### config.mk
export PLATFORM = sky130hd
export DESIGN_NAME = irq_wake_ctrl
export DESIGN_NICKNAME = d
export VERILOG_FILES = /design/src/irq_wake_pkg.sv /design/src/cpu_side_if.sv /design/src/power_mode_fsm.sv /design/src/irq_wake_ctrl.sv
export SDC_FILE = /design/constraint.sdc
export NUM_CORES = 1
export LEC_CHECK = 0
export ABC_AREA = 1
export BUFFER_PORTS_ARGS = -buffer_cell sky130_fd_sc_hd__buf_2
export CORE_MARGIN = 8
export CORE_UTILIZATION = 56
export CTS_CLUSTER_SIZE = 12
export DETAILED_ROUTE_END_ITERATION = 7
export PLACE_DENSITY = 0.94
export SLEW_MARGIN = 0
export SYNTH_ARGS = -nofsm -noshare
export SYNTH_HDL_FRONTEND = slang
export SYNTH_HIERARCHICAL = 1
export SYNTH_SLANG_ARGS = --single-unit
### constraint.sdc
create_clock -name pclk -period 3.33 [get_ports pclk]
set_input_delay 0.333 -clock pclk [delete_from_list [all_inputs] [get_ports pclk]]
set_output_delay 0.333 -clock pclk [all_outputs]
set_load 0.02 [all_outputs]
### src/irq_wake_pkg.sv
/*
 * constants for the interrupt and wakeup control block: register offsets, field positions,
 * reset values, mode codes and wakeup timing.
 * assumes nothing of its surroundings.
 */
package irq_wake_pkg;

    // register byte addresses: every printed offset keeps its index, byte address is four times it
    localparam logic [7:0]  IDX_IRQ_FLAGS  = 8'hC8;
    localparam logic [7:0]  IDX_IRQ_ENABLE = 8'hC9;
    localparam logic [7:0]  IDX_OSC_MODE   = 8'hCA;
    localparam logic [7:0]  IDX_STACK_GIE  = 8'hDF;
    localparam logic [7:0]  IDX_PUSH_DATA  = 8'hE0;
    localparam logic [11:0] ADDR_IRQ_FLAGS  = {2'h0, IDX_IRQ_FLAGS, 2'h0};
    localparam logic [11:0] ADDR_IRQ_ENABLE = {2'h0, IDX_IRQ_ENABLE, 2'h0};
    localparam logic [11:0] ADDR_OSC_MODE   = {2'h0, IDX_OSC_MODE, 2'h0};
    localparam logic [11:0] ADDR_STACK_GIE  = {2'h0, IDX_STACK_GIE, 2'h0};
    localparam logic [11:0] ADDR_PUSH_DATA  = {2'h0, IDX_PUSH_DATA, 2'h0};

    // source bit positions in the flag and enable registers
    localparam int BIT_EXT   = 0;
    localparam int BIT_WAKE  = 2;
    localparam int BIT_TIMER = 4;
    localparam int BIT_USB   = 6;
    localparam logic [7:0] SRC_MASK = 8'h55;

    // stack register fields
    localparam int BIT_GIE = 7;
    localparam logic [7:0] STACK_RESET = 8'h07;
    localparam logic [7:0] STACK_MASK  = 8'h87;

    // oscillator mode register fields
    localparam int BIT_STOP   = 1;
    localparam int BIT_CLOCK_MODE_SELECT  = 2;
    localparam int BIT_OPMODE = 3;
    localparam logic [7:0] OSC_MASK  = 8'h1E;
    localparam logic [7:0] OSC_RESET = 8'h00;
    localparam logic [7:0] REG_RESET = 8'h00;

    // operating mode codes
    localparam logic [1:0] OPM_NORMAL = 2'h0;
    localparam logic [1:0] OPM_SLEEP  = 2'h1;
    localparam logic [1:0] OPM_GREEN  = 2'h2;
    localparam logic [1:0] OPM_RSVD   = 2'h3;

    // interrupt vector
    localparam logic [11:0] IRQ_VECTOR = 12'h008;

    // program flags bits excluded from save/restore: timeout and power-down status
    localparam logic [7:0] PROGRAM_FLAGS_KEEP_MASK = 8'hCF;

    // wakeup hold-off
    localparam int WAKE_SYS_PERIODS = 2048;
    localparam int OSC_START_NS     = 1000;
    localparam int PCLK_NS          = 40;
    localparam int OSC_START_CYC    = (OSC_START_NS + PCLK_NS - 1) / PCLK_NS;
    localparam int WAKE_HOLD_CYC    = WAKE_SYS_PERIODS + OSC_START_CYC;

endpackage

### src/cpu_side_if.sv
/*
 * carrier between the register front end and the mode/vector core.
 * assumes both ends sit on pclk.
 */
`timescale 1ns/10ps
interface cpu_side_if;
    logic       wr_stb;
    logic [2:0] wr_sel;
    logic [7:0] wr_data;
    logic [1:0] opmode;
    logic       clk_slow;
    logic       hosc_stop;
    logic       running;
    logic       wake_done;
    modport core (input wr_stb, input wr_sel, input wr_data, output opmode, output clk_slow,
                  output hosc_stop, output running, output wake_done);
    modport regs (output wr_stb, output wr_sel, output wr_data, input opmode, input clk_slow,
                  input hosc_stop, input running, input wake_done);
endinterface

### src/power_mode_fsm.sv
/*
 * power mode state machine: normal, slow, green, sleep and the wakeup hold-off.
 * assumes synchronised wake events on pclk; writes come from the register front end.
 */
`timescale 1ns/10ps
module power_mode_fsm
    import irq_wake_pkg::*;
#(
    parameter int HOLD_CYC = WAKE_HOLD_CYC
)(
    // clock and reset
    input  wire logic pclk,
    input  wire logic presetn,
    // wake causes
    input  wire logic pin_wake,
    input  wire logic timer_ovf,
    input  wire logic timer_run,
    // register side
    cpu_side_if.core  bus
);
    typedef enum logic [3:0] {
        ST_RUN   = 4'b0001,
        ST_GREEN = 4'b0010,
        ST_SLEEP = 4'b0100,
        ST_HOLD  = 4'b1000
    } pm_state_e;

    pm_state_e   state_q, state_d;
    logic [1:0]  opm_q, opm_d;
    logic        slow_q, slow_d;
    logic        stop_q, stop_d;
    logic [15:0] cnt_q, cnt_d;
    logic        done_q, done_d;

    always_comb
    begin
        state_d = state_q;
        opm_d   = opm_q;
        slow_d  = slow_q;
        stop_d  = stop_q;
        cnt_d   = cnt_q;
        done_d  = 1'b0;
        case (state_q)
            ST_RUN:
            begin
                if (bus.wr_stb && bus.wr_sel == 3'h2)
                begin
                    slow_d = bus.wr_data[BIT_CLOCK_MODE_SELECT];
                    stop_d = bus.wr_data[BIT_STOP];
                    opm_d  = bus.wr_data[BIT_OPMODE +: 2];
                    if (bus.wr_data[BIT_OPMODE +: 2] == OPM_SLEEP)
                        state_d = ST_SLEEP;
                    else if (bus.wr_data[BIT_OPMODE +: 2] == OPM_GREEN)
                        state_d = ST_GREEN;
                end
            end
            ST_GREEN:
            begin
                // clocks stay up, so no hold-off; slow/normal choice is left untouched
                if (pin_wake || (timer_run && timer_ovf))
                begin
                    opm_d   = OPM_NORMAL;
                    done_d  = 1'b1;
                    state_d = ST_RUN;
                end
            end
            ST_SLEEP:
            begin
                if (pin_wake)
                begin
                    opm_d   = OPM_NORMAL;
                    slow_d  = 1'b0;
                    stop_d  = 1'b0;
                    cnt_d   = 16'(HOLD_CYC - 1);
                    state_d = ST_HOLD;
                end
            end
            ST_HOLD:
            begin
                if (cnt_q == 16'h0000)
                begin
                    done_d  = 1'b1;
                    state_d = ST_RUN;
                end
                else
                    cnt_d = cnt_q - 16'h0001;
            end
            default: state_d = ST_RUN;
        endcase
    end

    always_ff @(posedge pclk or negedge presetn)
    begin
        if (!presetn)
        begin
            state_q <= ST_RUN;
            opm_q   <= OPM_NORMAL;
            slow_q  <= 1'b0;
            stop_q  <= 1'b0;
            cnt_q   <= 16'h0000;
            done_q  <= 1'b0;
        end
        else
        begin
            state_q <= state_d;
            opm_q   <= opm_d;
            slow_q  <= slow_d;
            stop_q  <= stop_d;
            cnt_q   <= cnt_d;
            done_q  <= done_d;
        end
    end

    assign bus.opmode    = opm_q;
    assign bus.clk_slow  = slow_q;
    assign bus.hosc_stop = stop_q;
    assign bus.running   = (state_q == ST_RUN);
    assign bus.wake_done = done_q;

    property p_hold_len;
        @(posedge pclk) disable iff (!presetn)
        (state_q == ST_SLEEP && pin_wake) |=> !bus.running [*8];
    endproperty
    a_hold_len: assert property (p_hold_len) else $error("sleep wake ran early");

    property p_green_fast;
        @(posedge pclk) disable iff (!presetn)
        (state_q == ST_GREEN && pin_wake) |=> bus.running;
    endproperty
    a_green_fast: assert property (p_green_fast) else $error("green wake delayed");

    property p_sleep_normal;
        @(posedge pclk) disable iff (!presetn)
        (state_q == ST_HOLD) |-> (!slow_q && !stop_q);
    endproperty
    a_sleep_normal: assert property (p_sleep_normal) else $error("sleep wake not normal");

    property p_sleep_no_timer;
        @(posedge pclk) disable iff (!presetn)
        (state_q == ST_SLEEP && !pin_wake) |=> (state_q == ST_SLEEP);
    endproperty
    a_sleep_no_timer: assert property (p_sleep_no_timer) else $error("sleep left without pin");

endmodule // power_mode_fsm

### src/irq_wake_ctrl.sv
/*
 * interrupt and wakeup controller: APB register slave, request flags and enables,
 * global enable with stack pointer, shared vector, save/restore buffer and power modes.
 * assumes the core pulses irq_ack when it takes the vector and return_from_interrupt_stb on return;
 * event inputs from pins and other logic are asynchronous and are synchronised here.
 */
`timescale 1ns/10ps
//
// Overview of operation
// - sleep code write stops clocks and execution
// - only a wake pin, ext pin or usb bus toggle event, or reset, leaves sleep
// - clock select picks low RC, stop halts high
// - green code halts execution, clocks run
// - green exits on timer overflow with timer run enable set, or wake pin, ext pin or usb bus toggle event
// - sleep wakes to normal on pins only
// - green wake restores prior normal or slow
// - sleep wake holds 2048 periods plus start-up
// - green wake resumes without delay
// - vector clears global enable, return sets it
// - enable bits 0,2,4,6 per source
// - events set sticky flags, firmware clears
// - enabled pending request pushes and jumps to 8
// - global enable bit 7, stack resets ones
// - save/restore buffer excludes status bits
// - external pin event wakes sleep to normal
// - mode codes normal, sleep, green, reserved
// - flags set regardless of enable
module irq_wake_ctrl
    import irq_wake_pkg::*;
#(
    parameter int HOLD_CYC = irq_wake_pkg::WAKE_HOLD_CYC
)(
    // clock and reset
    input  wire logic        pclk,
    input  wire logic        presetn,
    // apb slave
    input  wire logic        psel,
    input  wire logic        penable,
    input  wire logic        pwrite,
    input  wire logic [11:0] paddr,
    input  wire logic [31:0] pwdata,
    output logic      [31:0] prdata,
    output logic             pready,
    output logic             pslverr,
    // asynchronous events
    input  wire logic        ext_pin_event,
    input  wire logic        port_wake_event,
    input  wire logic        usb_bus_toggle,
    input  wire logic        timer_overflow,
    input  wire logic        usb_done,
    input  wire logic        timer_run_enable,
    // processor core
    input  wire logic        irq_ack,
    input  wire logic        return_from_interrupt_stb,
    input  wire logic        save_stb,
    input  wire logic        restore_stb,
    input  wire logic [7:0]  accumulator,
    input  wire logic [7:0]  program_flags,
    output logic             irq_take,
    output logic      [11:0] vector_addr,
    output logic      [2:0]  stack_ptr,
    output logic             cpu_run,
    output logic             clock_mode_select,
    output logic             high_osc_stop,
    output logic             osc_all_stop,
    output logic      [7:0]  restore_acc,
    output logic      [7:0]  restore_flags,
    output logic             restore_valid
);
    ////////////////////////////////////////////////////////////////////////////////
    cpu_side_if bus ();

    logic [5:0] s1_q, s2_q, s3_q;
    logic [5:0] sync_in;
    logic       ext_ev, pwake_ev, usbt_ev, tov_ev, usbd_ev, trun;

    assign sync_in = {timer_run_enable, usb_done, timer_overflow, usb_bus_toggle, port_wake_event, ext_pin_event};

    always_ff @(posedge pclk or negedge presetn)
    begin
        if (!presetn)
        begin
            s1_q <= 6'h00;
            s2_q <= 6'h00;
            s3_q <= 6'h00;
        end
        else
        begin
            s1_q <= sync_in;
            s2_q <= s1_q;
            s3_q <= s2_q;
        end
    end

    // events are rising edges of synchronised levels; run enable is a level
    assign ext_ev   = s2_q[0] & ~s3_q[0];
    assign pwake_ev = s2_q[1] & ~s3_q[1];
    assign usbt_ev  = s2_q[2] & ~s3_q[2];
    assign tov_ev   = s2_q[3] & ~s3_q[3];
    assign usbd_ev  = s2_q[4] & ~s3_q[4];
    assign trun     = s2_q[5];

    logic pin_wake;
    assign pin_wake = pwake_ev | usbt_ev | ext_ev;

    power_mode_fsm #(
        .HOLD_CYC (HOLD_CYC)
    ) u_pm (
        .pclk      (pclk),
        .presetn   (presetn),
        .pin_wake  (pin_wake),
        .timer_ovf (tov_ev),
        .timer_run (trun),
        .bus       (bus.core)
    );

    ////////////////////////////////////////////////////////////////////////////////
    function automatic logic [2:0] sel_of(input logic [11:0] a);
        case (a)
            ADDR_IRQ_FLAGS:  sel_of = 3'h0;
            ADDR_IRQ_ENABLE: sel_of = 3'h1;
            ADDR_OSC_MODE:   sel_of = 3'h2;
            ADDR_STACK_GIE:  sel_of = 3'h3;
            ADDR_PUSH_DATA:  sel_of = 3'h4;
            default:         sel_of = 3'h7;
        endcase
    endfunction

    logic       access, hit;
    logic [2:0] sel;
    assign access = psel & penable;
    assign sel    = sel_of(paddr);
    assign hit    = (sel != 3'h7);

    assign bus.wr_stb  = access & pwrite & hit;
    assign bus.wr_sel  = sel;
    assign bus.wr_data = pwdata[7:0];

    logic [7:0] flags_q, flags_d;
    logic [7:0] en_q, en_d;
    logic [7:0] stk_q, stk_d;
    logic       take_q, take_d;
    logic [7:0] sacc_q, sacc_d, sflg_q, sflg_d;
    logic       rval_q, rval_d;
    logic [31:0] rd_q, rd_d;
    logic        rdy_q, rdy_d, err_q, err_d;
    logic [7:0]  set_v;
    logic        pending;

    // one response cycle: setup, then access answered with pready high
    always_comb
    begin
        set_v = 8'h00;
        set_v[BIT_EXT]   = ext_ev;
        set_v[BIT_WAKE]  = pwake_ev | usbt_ev;
        set_v[BIT_TIMER] = tov_ev;
        set_v[BIT_USB]   = usbd_ev;

        flags_d = flags_q;
        if (bus.wr_stb && sel == 3'h0)
            flags_d = pwdata[7:0] & SRC_MASK;
        flags_d = flags_d | set_v;

        en_d = en_q;
        if (bus.wr_stb && sel == 3'h1)
            en_d = pwdata[7:0] & SRC_MASK;

        stk_d = stk_q;
        if (bus.wr_stb && sel == 3'h3)
            stk_d = pwdata[7:0] & STACK_MASK;
        if (irq_ack)
        begin
            stk_d[BIT_GIE] = 1'b0;
            stk_d[2:0]     = stk_q[2:0] - 3'h1;
        end
        else if (return_from_interrupt_stb)
        begin
            stk_d[BIT_GIE] = 1'b1;
            stk_d[2:0]     = stk_q[2:0] + 3'h1;
        end

        // single shared vector, firmware polls to find the source
        pending = |(flags_q & en_q);
        take_d  = stk_q[BIT_GIE] & pending & bus.running & ~irq_ack;

        sacc_d = sacc_q;
        sflg_d = sflg_q;
        rval_d = 1'b0;
        if (save_stb)
        begin
            sacc_d = accumulator;
            sflg_d = program_flags & PROGRAM_FLAGS_KEEP_MASK;
        end
        if (restore_stb)
            rval_d = 1'b1;

        rd_d  = rd_q;
        rdy_d = 1'b0;
        err_d = 1'b0;
        if (psel && !penable)
        begin
            rdy_d = 1'b1;
            err_d = ~hit;
            case (sel)
                3'h0:    rd_d = {24'h000000, flags_q};
                3'h1:    rd_d = {24'h000000, en_q};
                3'h2:    rd_d = {27'h0000000, bus.opmode, bus.clk_slow, bus.hosc_stop, 1'b0};
                3'h3:    rd_d = {24'h000000, stk_q};
                3'h4:    rd_d = {16'h0000, sflg_q, sacc_q};
                default: rd_d = 32'h00000000;
            endcase
        end
    end

    always_ff @(posedge pclk or negedge presetn)
    begin
        if (!presetn)
        begin
            flags_q <= REG_RESET;
            en_q    <= REG_RESET;
            stk_q   <= STACK_RESET;
            take_q  <= 1'b0;
            sacc_q  <= 8'h00;
            sflg_q  <= 8'h00;
            rval_q  <= 1'b0;
            rd_q    <= 32'h00000000;
            rdy_q   <= 1'b0;
            err_q   <= 1'b0;
        end
        else
        begin
            flags_q <= flags_d;
            en_q    <= en_d;
            stk_q   <= stk_d;
            take_q  <= take_d;
            sacc_q  <= sacc_d;
            sflg_q  <= sflg_d;
            rval_q  <= rval_d;
            rd_q    <= rd_d;
            rdy_q   <= rdy_d;
            err_q   <= err_d;
        end
    end

    ////////////////////////////////////////////////////////////////////////////////
    logic       run_q, slow_q, stop_q, off_q;
    always_ff @(posedge pclk or negedge presetn)
    begin
        if (!presetn)
        begin
            run_q  <= 1'b1;
            slow_q <= 1'b0;
            stop_q <= 1'b0;
            off_q  <= 1'b0;
        end
        else
        begin
            run_q  <= bus.running;
            slow_q <= bus.clk_slow;
            stop_q <= bus.hosc_stop | (bus.opmode == OPM_SLEEP);
            off_q  <= (bus.opmode == OPM_SLEEP);
        end
    end

    assign prdata            = rd_q;
    assign pready            = rdy_q;
    assign pslverr           = err_q;
    assign irq_take          = take_q;
    assign vector_addr       = IRQ_VECTOR;
    assign stack_ptr         = stk_q[2:0];
    assign cpu_run           = run_q;
    assign clock_mode_select = slow_q;
    assign high_osc_stop     = stop_q;
    assign osc_all_stop      = off_q;
    assign restore_acc       = sacc_q;
    assign restore_flags     = sflg_q;
    assign restore_valid     = rval_q;

    ////////////////////////////////////////////////////////////////////////////////
    property p_flag_set;
        @(posedge pclk) disable iff (!presetn)
        tov_ev |=> flags_q[BIT_TIMER];
    endproperty
    a_flag_set: assert property (p_flag_set) else $error("timer flag not set");

    property p_flag_sticky;
        @(posedge pclk) disable iff (!presetn)
        (flags_q[BIT_USB] && !(bus.wr_stb && sel == 3'h0)) |=> flags_q[BIT_USB];
    endproperty
    a_flag_sticky: assert property (p_flag_sticky) else $error("usb flag lost");

    property p_no_take_disabled;
        @(posedge pclk) disable iff (!presetn)
        ((flags_q & en_q) == 8'h00) |=> !irq_take;
    endproperty
    a_no_take_disabled: assert property (p_no_take_disabled) else $error("vector without enable");

    property p_take;
        @(posedge pclk) disable iff (!presetn)
        (stk_q[BIT_GIE] && pending && bus.running && !irq_ack) |=> irq_take;
    endproperty
    a_take: assert property (p_take) else $error("vector not taken");

    property p_gie_clear;
        @(posedge pclk) disable iff (!presetn)
        irq_ack |=> !stk_q[BIT_GIE];
    endproperty
    a_gie_clear: assert property (p_gie_clear) else $error("global enable not cleared");

    property p_gie_set;
        @(posedge pclk) disable iff (!presetn)
        (return_from_interrupt_stb && !irq_ack) |=> stk_q[BIT_GIE];
    endproperty
    a_gie_set: assert property (p_gie_set) else $error("global enable not restored");

    property p_save;
        @(posedge pclk) disable iff (!presetn)
        save_stb |=> (restore_flags == ($past(program_flags) & PROGRAM_FLAGS_KEEP_MASK));
    endproperty
    a_save: assert property (p_save) else $error("save buffer wrong");

    property p_apb_ready;
        @(posedge pclk) disable iff (!presetn)
        (psel && !penable) |=> pready;
    endproperty
    a_apb_ready: assert property (p_apb_ready) else $error("apb not answered");

endmodule // irq_wake_ctrl

==> impl_metrics.yaml, run 1 <==
worst_hold_path:
  min_path_type: "input port to async pin"
grt:
  grt.overflow.total: 0
  grt_max_degree: 65
  grt_pass1_vias: 3851
  grtUsageTotal: 0.187
  grt_pass1_wl_um: 17600
  antenna_found_initial: 0
synthesis:
  netlist_area_mm2: 0.00470
  syn_avg_cell_area_um2: 8.43
  synthCells: 557
  yosys_warnings: 6
placement:
  dp_cells: 735
  gp_routability_congestion: 0.936
  port_buffers: 86
  dpl.hpwl_um: 8030
routing:
  final_antenna_net_count: 0
  drtIter0Drc: 237
  drc_errors: 0
  vias: 3875
  routedWlPerCell_um: 14.0
  firstDrtPassIters: 6
  viasPerCell: 5.16
  wirelength_um: 10500
setup_path:
  cp_max_fo: 18
  worstSetupStartpoint: "paddr[11]"
  cp_slowest_cell: "clkinv_2"
  reg2reg_from: "u_pm/cnt_q[0]"
  cpPeakStageDelay_ns: 0.25
  crit_arrival_ns: 2.21
  cp.required_ns: 3.57
  endpoint_kind: "register"
  crit_path_cell_trace: "buf_2, nor2_1, nand3_2, clkinv_2, nand2_4, nand4_1, inv_1, nor2_1, nand3_1, nand2_1, nand2_2, nor2_2, nand2_2, nand2_1, o21ai_1"
  worst_setup_path_start_kind: "input port"
  critPathKind: "input port to register"
die:
  start_util: 0.575
  fp.dieH_um: 108
  std_cell_rows: 33
  core_mm2: 0.00818
  die_area_mm2: 0.0116
  die_x_um: 108
  ios: 146
clock_network:
  cts-resized-gates: 0
  cts.path.max_buffers: 2
  cts_tree: "yes"
  clk_latency_ns: 0.36
  path_clk_slew_ns: 0.09
  root_buffer: "clkbuf_8"
  cts_buffers: 9
  postCtsHoldBufs: 0
  h-tree-depth: 3
  clock-sinks: 89
  postCtsSetupBuffers: 0
finish:
  nets: 719
  regArea_mm2: 0.00223
  final_cell_mix: "nand2_1 (145), buf_2 (85), dfrtp_1 (84)"
  drive_gt1_frac: 0.252
  final_cell_count_no_fill: 751
  area_growth_pct: 11.7
  fillers: 650
  multi_input_area_mm2: 0.00197
  antenna_cells: 0
  final_common_cell: "nand2_1"
timing:
  max_slew.worst_pin.slew_ns: 0.808
  post-route-min-period_ns: 1.97
  relSlewSlack: 0.461
  maxSlewViolCount: 0
  fin_crit_sh: 0.592
  clock_skew_ns: 0.0141
  finalSetupTns_ns: 0
  setup_viol: 0
  grt_setup_unrepaired: "false"
  fmax_mhz: 507
  hold_viol_final: 0
pwr:
  power_frac_clock: 0.320
  finalPower_uw: 2340
  vdd_drop_max_uv: 281
  internal_power_uw: 1630
  power_density_mw_per_mm2: 446
  switching_share: 0.304
  power_leakage_uw: 0.00288
  switchingPower_uw: 711
  sequentialPowerShare: 0.511
  pwr-share-comb: 0.169
status:
  status: "finished clean"
job:
  maxCapViolations: 0
## power groups by stage
stage | logic [uW] | clock network (uW) | registers (uW)
3_5_place_dp | 392 | 0 | 1220
5_1_grt | 439 | 813 | 1200
2_1_floorplan | 272 | 0 | 1240
3_3_place_gp | 375 | 0 | 1210
4_1_cts | 395 | 765 | 1200
6_report | 395 | 751 | 1200
## critical path, delay by kind of cell
kind / cells / cell delay, ns
AND/OR/NAND/NOR: 11 / 1.41
buffers and inverters: 3 / 0.41
AO/OA/AOI/OAI: 1 / 0.06
## stage by stage
| step | utilization | cell area [um^2] | hold WS [ns] | setup slack, ns |
|---|---|---|---|---|
| after floorplan | - | 4810 | 0.0374 | 1.57 |
| after global placement | 0.617 | 5040 | 0.333 | 1.17 |
| after detailed placement | 0.617 | 5040 | 0.335 | 1.06 |
| after CTS | 0.642 | 5250 | 0.0617 | 1.43 |
| after global routing | 0.642 | 5250 | 0.0547 | 1.19 |
| final | 0.642 | 5250 | 0.0561 | 1.36 |
## layer usage
layer,GRT usage,vias to the layer above,routed length [um]
li1,-,1871,-
met1,0.215,1840,4220
met2,0.319,148,5210
met3,0.0443,16,867
met4,0.0912,0,196
met5,0,-,0
## flip-flops by register name, summed over array words and instances, names as in the netlist, 5 cells and up
register	cells
restore_acc	8
s3_q	5
s1_q	6
u_pm/cnt_q	16
prdata	14
s2_q	6
restore_flags	6
## worst paths after layout
path                                 endpoint  slack [ns]  cells past startpoint
max in group asynchronous    restore_flags[1]        2.55                      2
min in group pclk                     s1_q[0]        0.08                      1
min                                   s1_q[4]        0.06                      1
max                        u_pm/bus.opmode[0]        1.36                     15
max reg2reg                     u_pm/cnt_q[4]        1.57                      9
min reg2reg                           s2_q[2]        0.35                      0
## cell type report
type,instances,area share
sequential,89,0.426
multi-input combinational,386,0.376
timing repair buffer,88,0.0854
inverter,67,0.0491
tap,105,0.0250
clock buffer,10,0.0243
clock inverter,6,0.0143
Note: power is estimated with default switching activity, not from simulation.
==> run 2: changes to the inputs <==
- ABC_AREA: 1 -> 0
- CORE_UTILIZATION: 56 -> 46
- PLACE_DENSITY: 0.94 -> 0.84
- clock period: 3.33 -> 1.8 ns (I/O delays scaled with it)
==> run 2 against run 1 <==
The run now ends with setup timing left. Worst setup slack got worse by 1.4 ns. Flip-flop and latch count did not move. Non-clock buffer count rose by 61. Largest power group unchanged.
==> impl_metrics.yaml, run 2 <==
setup_path:
  critPathKind: "register to register"
  cp.required_ns: 2.08
  r2r_cells: 4
  crit_family: "simple AND/OR/NAND/NOR gates"
  r2r_end: "u_pm/cnt_q[12]"
  worst_setup_path_start_kind: "register"
  reg2reg_from: "u_pm/state_q[1]"
  crit_arrival_ns: 2.10
  r2r_slack_ns: -0.02
  path_buf_inv: 0
  crit_path_cell_trace: "nor2_2, o2111ai_4, or4_1, a21oi_1"
  cpPeakStageDelay_ns: 0.51
  cp_slowest_cell: "or4_1"
  cp_max_fo: 6
  crit_cells: 4
  endpoint_kind: "register"
synthesis:
  yosys_warnings: 6
  netlist_area_mm2: 0.00450
  synthCells: 416
  syn_avg_cell_area_um2: 10.8
routing:
  final_antenna_net_count: 0
  routedWlPerCell_um: 16.3
  drc_errors: 0
  wirelength_um: 11400
  viasPerCell: 5.26
  firstDrtPassIters: 4
  drtIter0Drc: 224
  vias: 3667
timing:
  layout_setup_ws_ns: -0.0207
  maxSlewViolCount: 0
  hold_viol_final: 0
  post-route-min-period_ns: 1.82
  fmax_mhz: 549
  hold_ws_ns: 0.0453
  clock_skew_ns: 0.0114
  fin_crit_sh: 1.01
  grt_setup_unrepaired: "true"
  setup_viol: 1
die:
  std_cell_rows: 36
  die_x_um: 115
  die_area_mm2: 0.0132
  core_mm2: 0.00964
  ios: 146
  start_util: 0.467
  fp.dieH_um: 115
finish:
  final_cell_area_mm2: 0.00581
  final_cell_mix: "buf_2 (85), dfrtp_1 (84), buf_4 (55)"
  regArea_mm2: 0.00223
  area_growth_pct: 28.9
  fillers: 782
  final_cell_count_no_fill: 697
  multi_input_area_mm2: 0.00222
  final_common_cell: "buf_2"
  antenna_cells: 0
  drive_gt1_frac: 0.413
  nets: 637
  regMostFlops: "u_pm/cnt_q"
  largest_reg_flops: 16
clock_network:
  cts_buffers: 9
  h-tree-depth: 3
  cts.path.max_buffers: 2
  clock-sinks: 89
  cts_tree: "yes"
  clk_latency_ns: 0.36
  root_buffer: "clkbuf_8"
  path_clk_slew_ns: 0.09
worst_hold_path:
  holdPathEnd: "restore_flags[1]"
  holdPathStages: 2
  min_path_type: "input port to register"
  hold_path_startpoint: "program_flags[1]"
placement:
  port_buffers: 86
  dpl_cell_area_mm2: 0.00529
  dp_cells: 665
  gp_routability_congestion: 0.872
  dpl.hpwl_um: 8280
grt:
  antenna_found_initial: 0
  grt_pass1_wl_um: 17700
  grt.overflow.total: 0
  grt_pass1_vias: 3791
  grtUsageTotal: 0.169
  grt_max_degree: 90
job:
  maxCapViolations: 0
status:
  status: "finished, violations left"
  violations: "setup timing"
pwr:
  vdd_drop_max_uv: 723
  power_density_mw_per_mm2: 743
  power_leakage_uw: 0.00279
run 2: worst max path at each step:
stage / end / slack, ns / startpoint
after detailed placement: u_pm/bus.opmode[1] / -0.23 / paddr[3]
after CTS: u_pm/cnt_q[2] / -0.03 / u_pm/cnt_q[0]
after floorplan: u_pm/bus.opmode[0] / 0.01 / paddr[3]
after global placement: u_pm/bus.opmode[1] / -0.12 / paddr[10]
final: u_pm/cnt_q[12] / -0.02 / u_pm/state_q[1]
after global routing: u_pm/cnt_q[12] / -0.08 / u_pm/state_q[1]
run 2: timing repair:
action,4_1_cts,5_1_grt
hold buffers,8,0
gates cloned,0,1
pin swaps,0,11
setup buffers,0,7
setup endpoints to repair,8,20
hold endpoints to repair,91,0
resized for setup,6,27
run 2: final cells by class:
cell class,count,area share
inverter,12,0.00862
multi-input combinational,298,0.382
sequential,89,0.385
timing repair buffer,149,0.162
clock inverter,4,0.00905
tap,133,0.0287
clock buffer,12,0.0250
run 2: power breakdown:
group | leakage [uW] | switching [uW] | internal (uW)
Sequential | 0.00112 | 103 | 2120
Clock | 0.000101 | 704 | 687
Combinational | 0.00156 | 420 | 282
Total | 0.00279 | 1230 | 3090
run 2: worst reg2reg max path, cell delays in order (launching register included):
cell and delay (ns):
dfrtp_1 0.48, nor2_2 0.39, o2111ai_4 0.24, or4_1 0.51
a21oi_1 0.13
run 2: metrics by stage:
stage	total power, uW	utilization	TNS [ns]	setup WS, ns
2_1_floorplan	2740	-	0	0.0122
3_3_place_gp	2910	0.549	-0.521	-0.122
3_5_place_dp	2950	0.549	-1.12	-0.227
4_1_cts	4350	0.580	-0.0814	-0.0290
5_1_grt	4530	0.602	-0.309	-0.0763
6_report	4320	0.602	-0.0207	-0.0207
run 2: routing by layer:
| metal | share of wire | wire length, um | track usage | up-vias |
|---|---|---|---|---|
| met3 | 0.065 | 741 | 0.0483 | 26 |
| met1 | 0.41 | 4680 | 0.199 | 1801 |
| met5 | 0 | 0 | 0 | - |
| li1 | - | - | - | 1711 |
| met2 | 0.50 | 5640 | 0.281 | 129 |
| met4 | 0.026 | 294 | 0.0727 | 0 |
==> run 3: changes to the inputs <==
- ABC_AREA: 0 -> 1
- CORE_UTILIZATION: 46 -> 47
- PLACE_DENSITY: 0.84 -> 0.85
==> run 3 against run 2 <==
Total power decreased by 2.9%. Die area increased by 1.8%. Final cell count increased by 15%. Sequential share of layout area increased by 2.5 points. Wire length decreased by 6.9%. Critical path depth increased by 11. The flow now finishes without violations. Final area decreased by 6.2%. Fmax increased by 16%. Global-route usage decreased by 0.88 points. Largest cell class unchanged. Register-to-register slack improved by 0.28 ns. Clock power decreased by 14%. Highest routed layer unchanged. Core utilization decreased by 4.3 points.
==> impl_metrics.yaml, run 3 (synthesis results as in run 1) <==
die:
  die_area_mm2: 0.0134
  fp.dieH_um: 116
  ios: 146
  core_mm2: 0.00973
  start_util: 0.483
  die_x_um: 116
  std_cell_rows: 36
pwr:
  vdd_drop_max_uv: 374
  power_leakage_uw: 0.00295
  power_density_mw_per_mm2: 769
finish:
  largest_reg_flops: 16
  fillers: 857
  antenna_cells: 0
  final_cell_mix: "nand2_1 (145), buf_2 (85), dfrtp_1 (84)"
  regMostFlops: "u_pm/cnt_q"
  nets: 739
  area_growth_pct: 15.9
  final_cell_count_no_fill: 799
  postLayoutCoreUtil: 0.560
  final_common_cell: "nand2_1"
  drive_gt1_frac: 0.261
timing:
  max_slew.worst_pin.slew_ns: 0.601
  clock_skew_ns: 0.0107
  post-route-min-period_ns: 1.56
  setup_viol: 0
  relSlewSlack: 0.599
  layout_setup_ws_ns: 0.237
  hold_viol_final: 0
  maxSlewViolCount: 0
  fin_crit_sh: 0.869
  grt_setup_unrepaired: "false"
  fmax_mhz: 640
clock_network:
  cts_buffers: 9
  cts.path.max_buffers: 2
  clock-sinks: 89
  cts_tree: "yes"
  postCtsSetupBuffers: 0
  h-tree-depth: 3
  root_buffer: "clkbuf_8"
  clk_latency_ns: 0.36
  path_clk_slew_ns: 0.09
routing:
  drtIter0Drc: 221
  wirelength_um: 10600
  vias: 3893
  wl_met2_um: 5140
  wl_met3_um: 819
  viasPerCell: 4.87
  drc_errors: 0
  final_antenna_net_count: 0
  routedWlPerCell_um: 13.2
  wl_met1_um: 4410
  firstDrtPassIters: 4
  top_layer: "met4"
placement:
  dp_cells: 774
  gp_routability_congestion: 0.932
  port_buffers: 86
  dpl.hpwl_um: 8170
  dp_slack_ns: -0.154
setup_path:
  critPathKind: "input port to register"
  cp_max_fo: 4
  crit_arrival_ns: 1.86
  worst_setup_path_start_kind: "input port"
  endpoint_kind: "register"
  cp.required_ns: 2.10
job:
  maxCapViolations: 0
grt:
  grt.overflow.total: 0
  antenna_found_initial: 0
  grt_pass1_vias: 3825
  grt_pass1_wl_um: 17300
  grt_max_degree: 51
  grtUsageTotal: 0.160
worst_hold_path:
  min_path_type: "input port to register"
status:
  status: "finished clean"
-- run 3: per-layer routing --
layer	up-vias	global-route usage
met5	-	0
met2	134	0.275
met1	1831	0.187
met3	17	0.0406
li1	1911	-
met4	0	0.0622
-- run 3: repair_timing --
item / 4_1_cts / 5_1_grt
hold buffers: 8 / 1
endpoints found under the setup margin: 0 / 4
hold endpoints to repair: 24 / 1
gates resized for setup: 0 / 2
-- run 3: worst max-delay path: stages --
cell	delay [ns]
buf_2	0.10
nor2_1	0.12
nand3_2	0.15
nor2_1	0.13
nand4_1	0.13
nand4_1	0.15
nand2_1	0.08
nor2_1	0.11
nand3_1	0.12
nand2_1	0.10
nand2_2	0.07
buf_4	0.14
nor2_1	0.12
nand3_1	0.08
nand2_1	0.07
-- run 3: path summary, 6_finish.rpt --
path / startpoint / end / slack [ns] / cells past startpoint
setup reg to reg: u_pm/state_q[0] / u_pm/cnt_q[15] / 0.26 / 7
setup / recovery: paddr[11] / u_pm/bus.clk_slow / 0.24 / 15
max in group asynchronous: presetn / u_pm/state_q[0] / 0.94 / 3
hold / removal: accumulator[7] / restore_acc[7] / 0.03 / 3
hold reg to reg: s1_q[4] / s2_q[4] / 0.35 / 0
min in group asynchronous: presetn / irq_take / 0.23 / 2
-- run 3: power by group --
part	internal (uW)	switching, uW
Sequential	2130	79.4
Clock	503	701
Combinational	259	515
-- run 3: metrics by stage --
step           hold slack [ns]  setup TNS, ns  total power, uW  instance area (um^2)
2_1_floorplan           -0.116              0             2790                  4810
3_3_place_gp            0.0701              0             2970                  5170
3_5_place_dp            0.0717         -0.809             3000                  5170
4_1_cts                0.00834              0             4220                  5430
5_1_grt                 0.0341              0             4400                  5450
6_report                0.0337              0             4190                  5450
-- run 3: final cells by class --
| cell class | instances | area [um^2] | share of cell area |
|---|---|---|---|
| clock inverters | 6 | 43.8 | 0.00804 |
| repair buffers | 108 | 633 | 0.116 |
| multi-input cells | 386 | 1980 | 0.364 |
| well taps | 133 | 166 | 0.0306 |
| inverters | 67 | 258 | 0.0473 |
| clock buffers | 10 | 128 | 0.0234 |
| flip-flops and latches | 89 | 2230 | 0.410 |
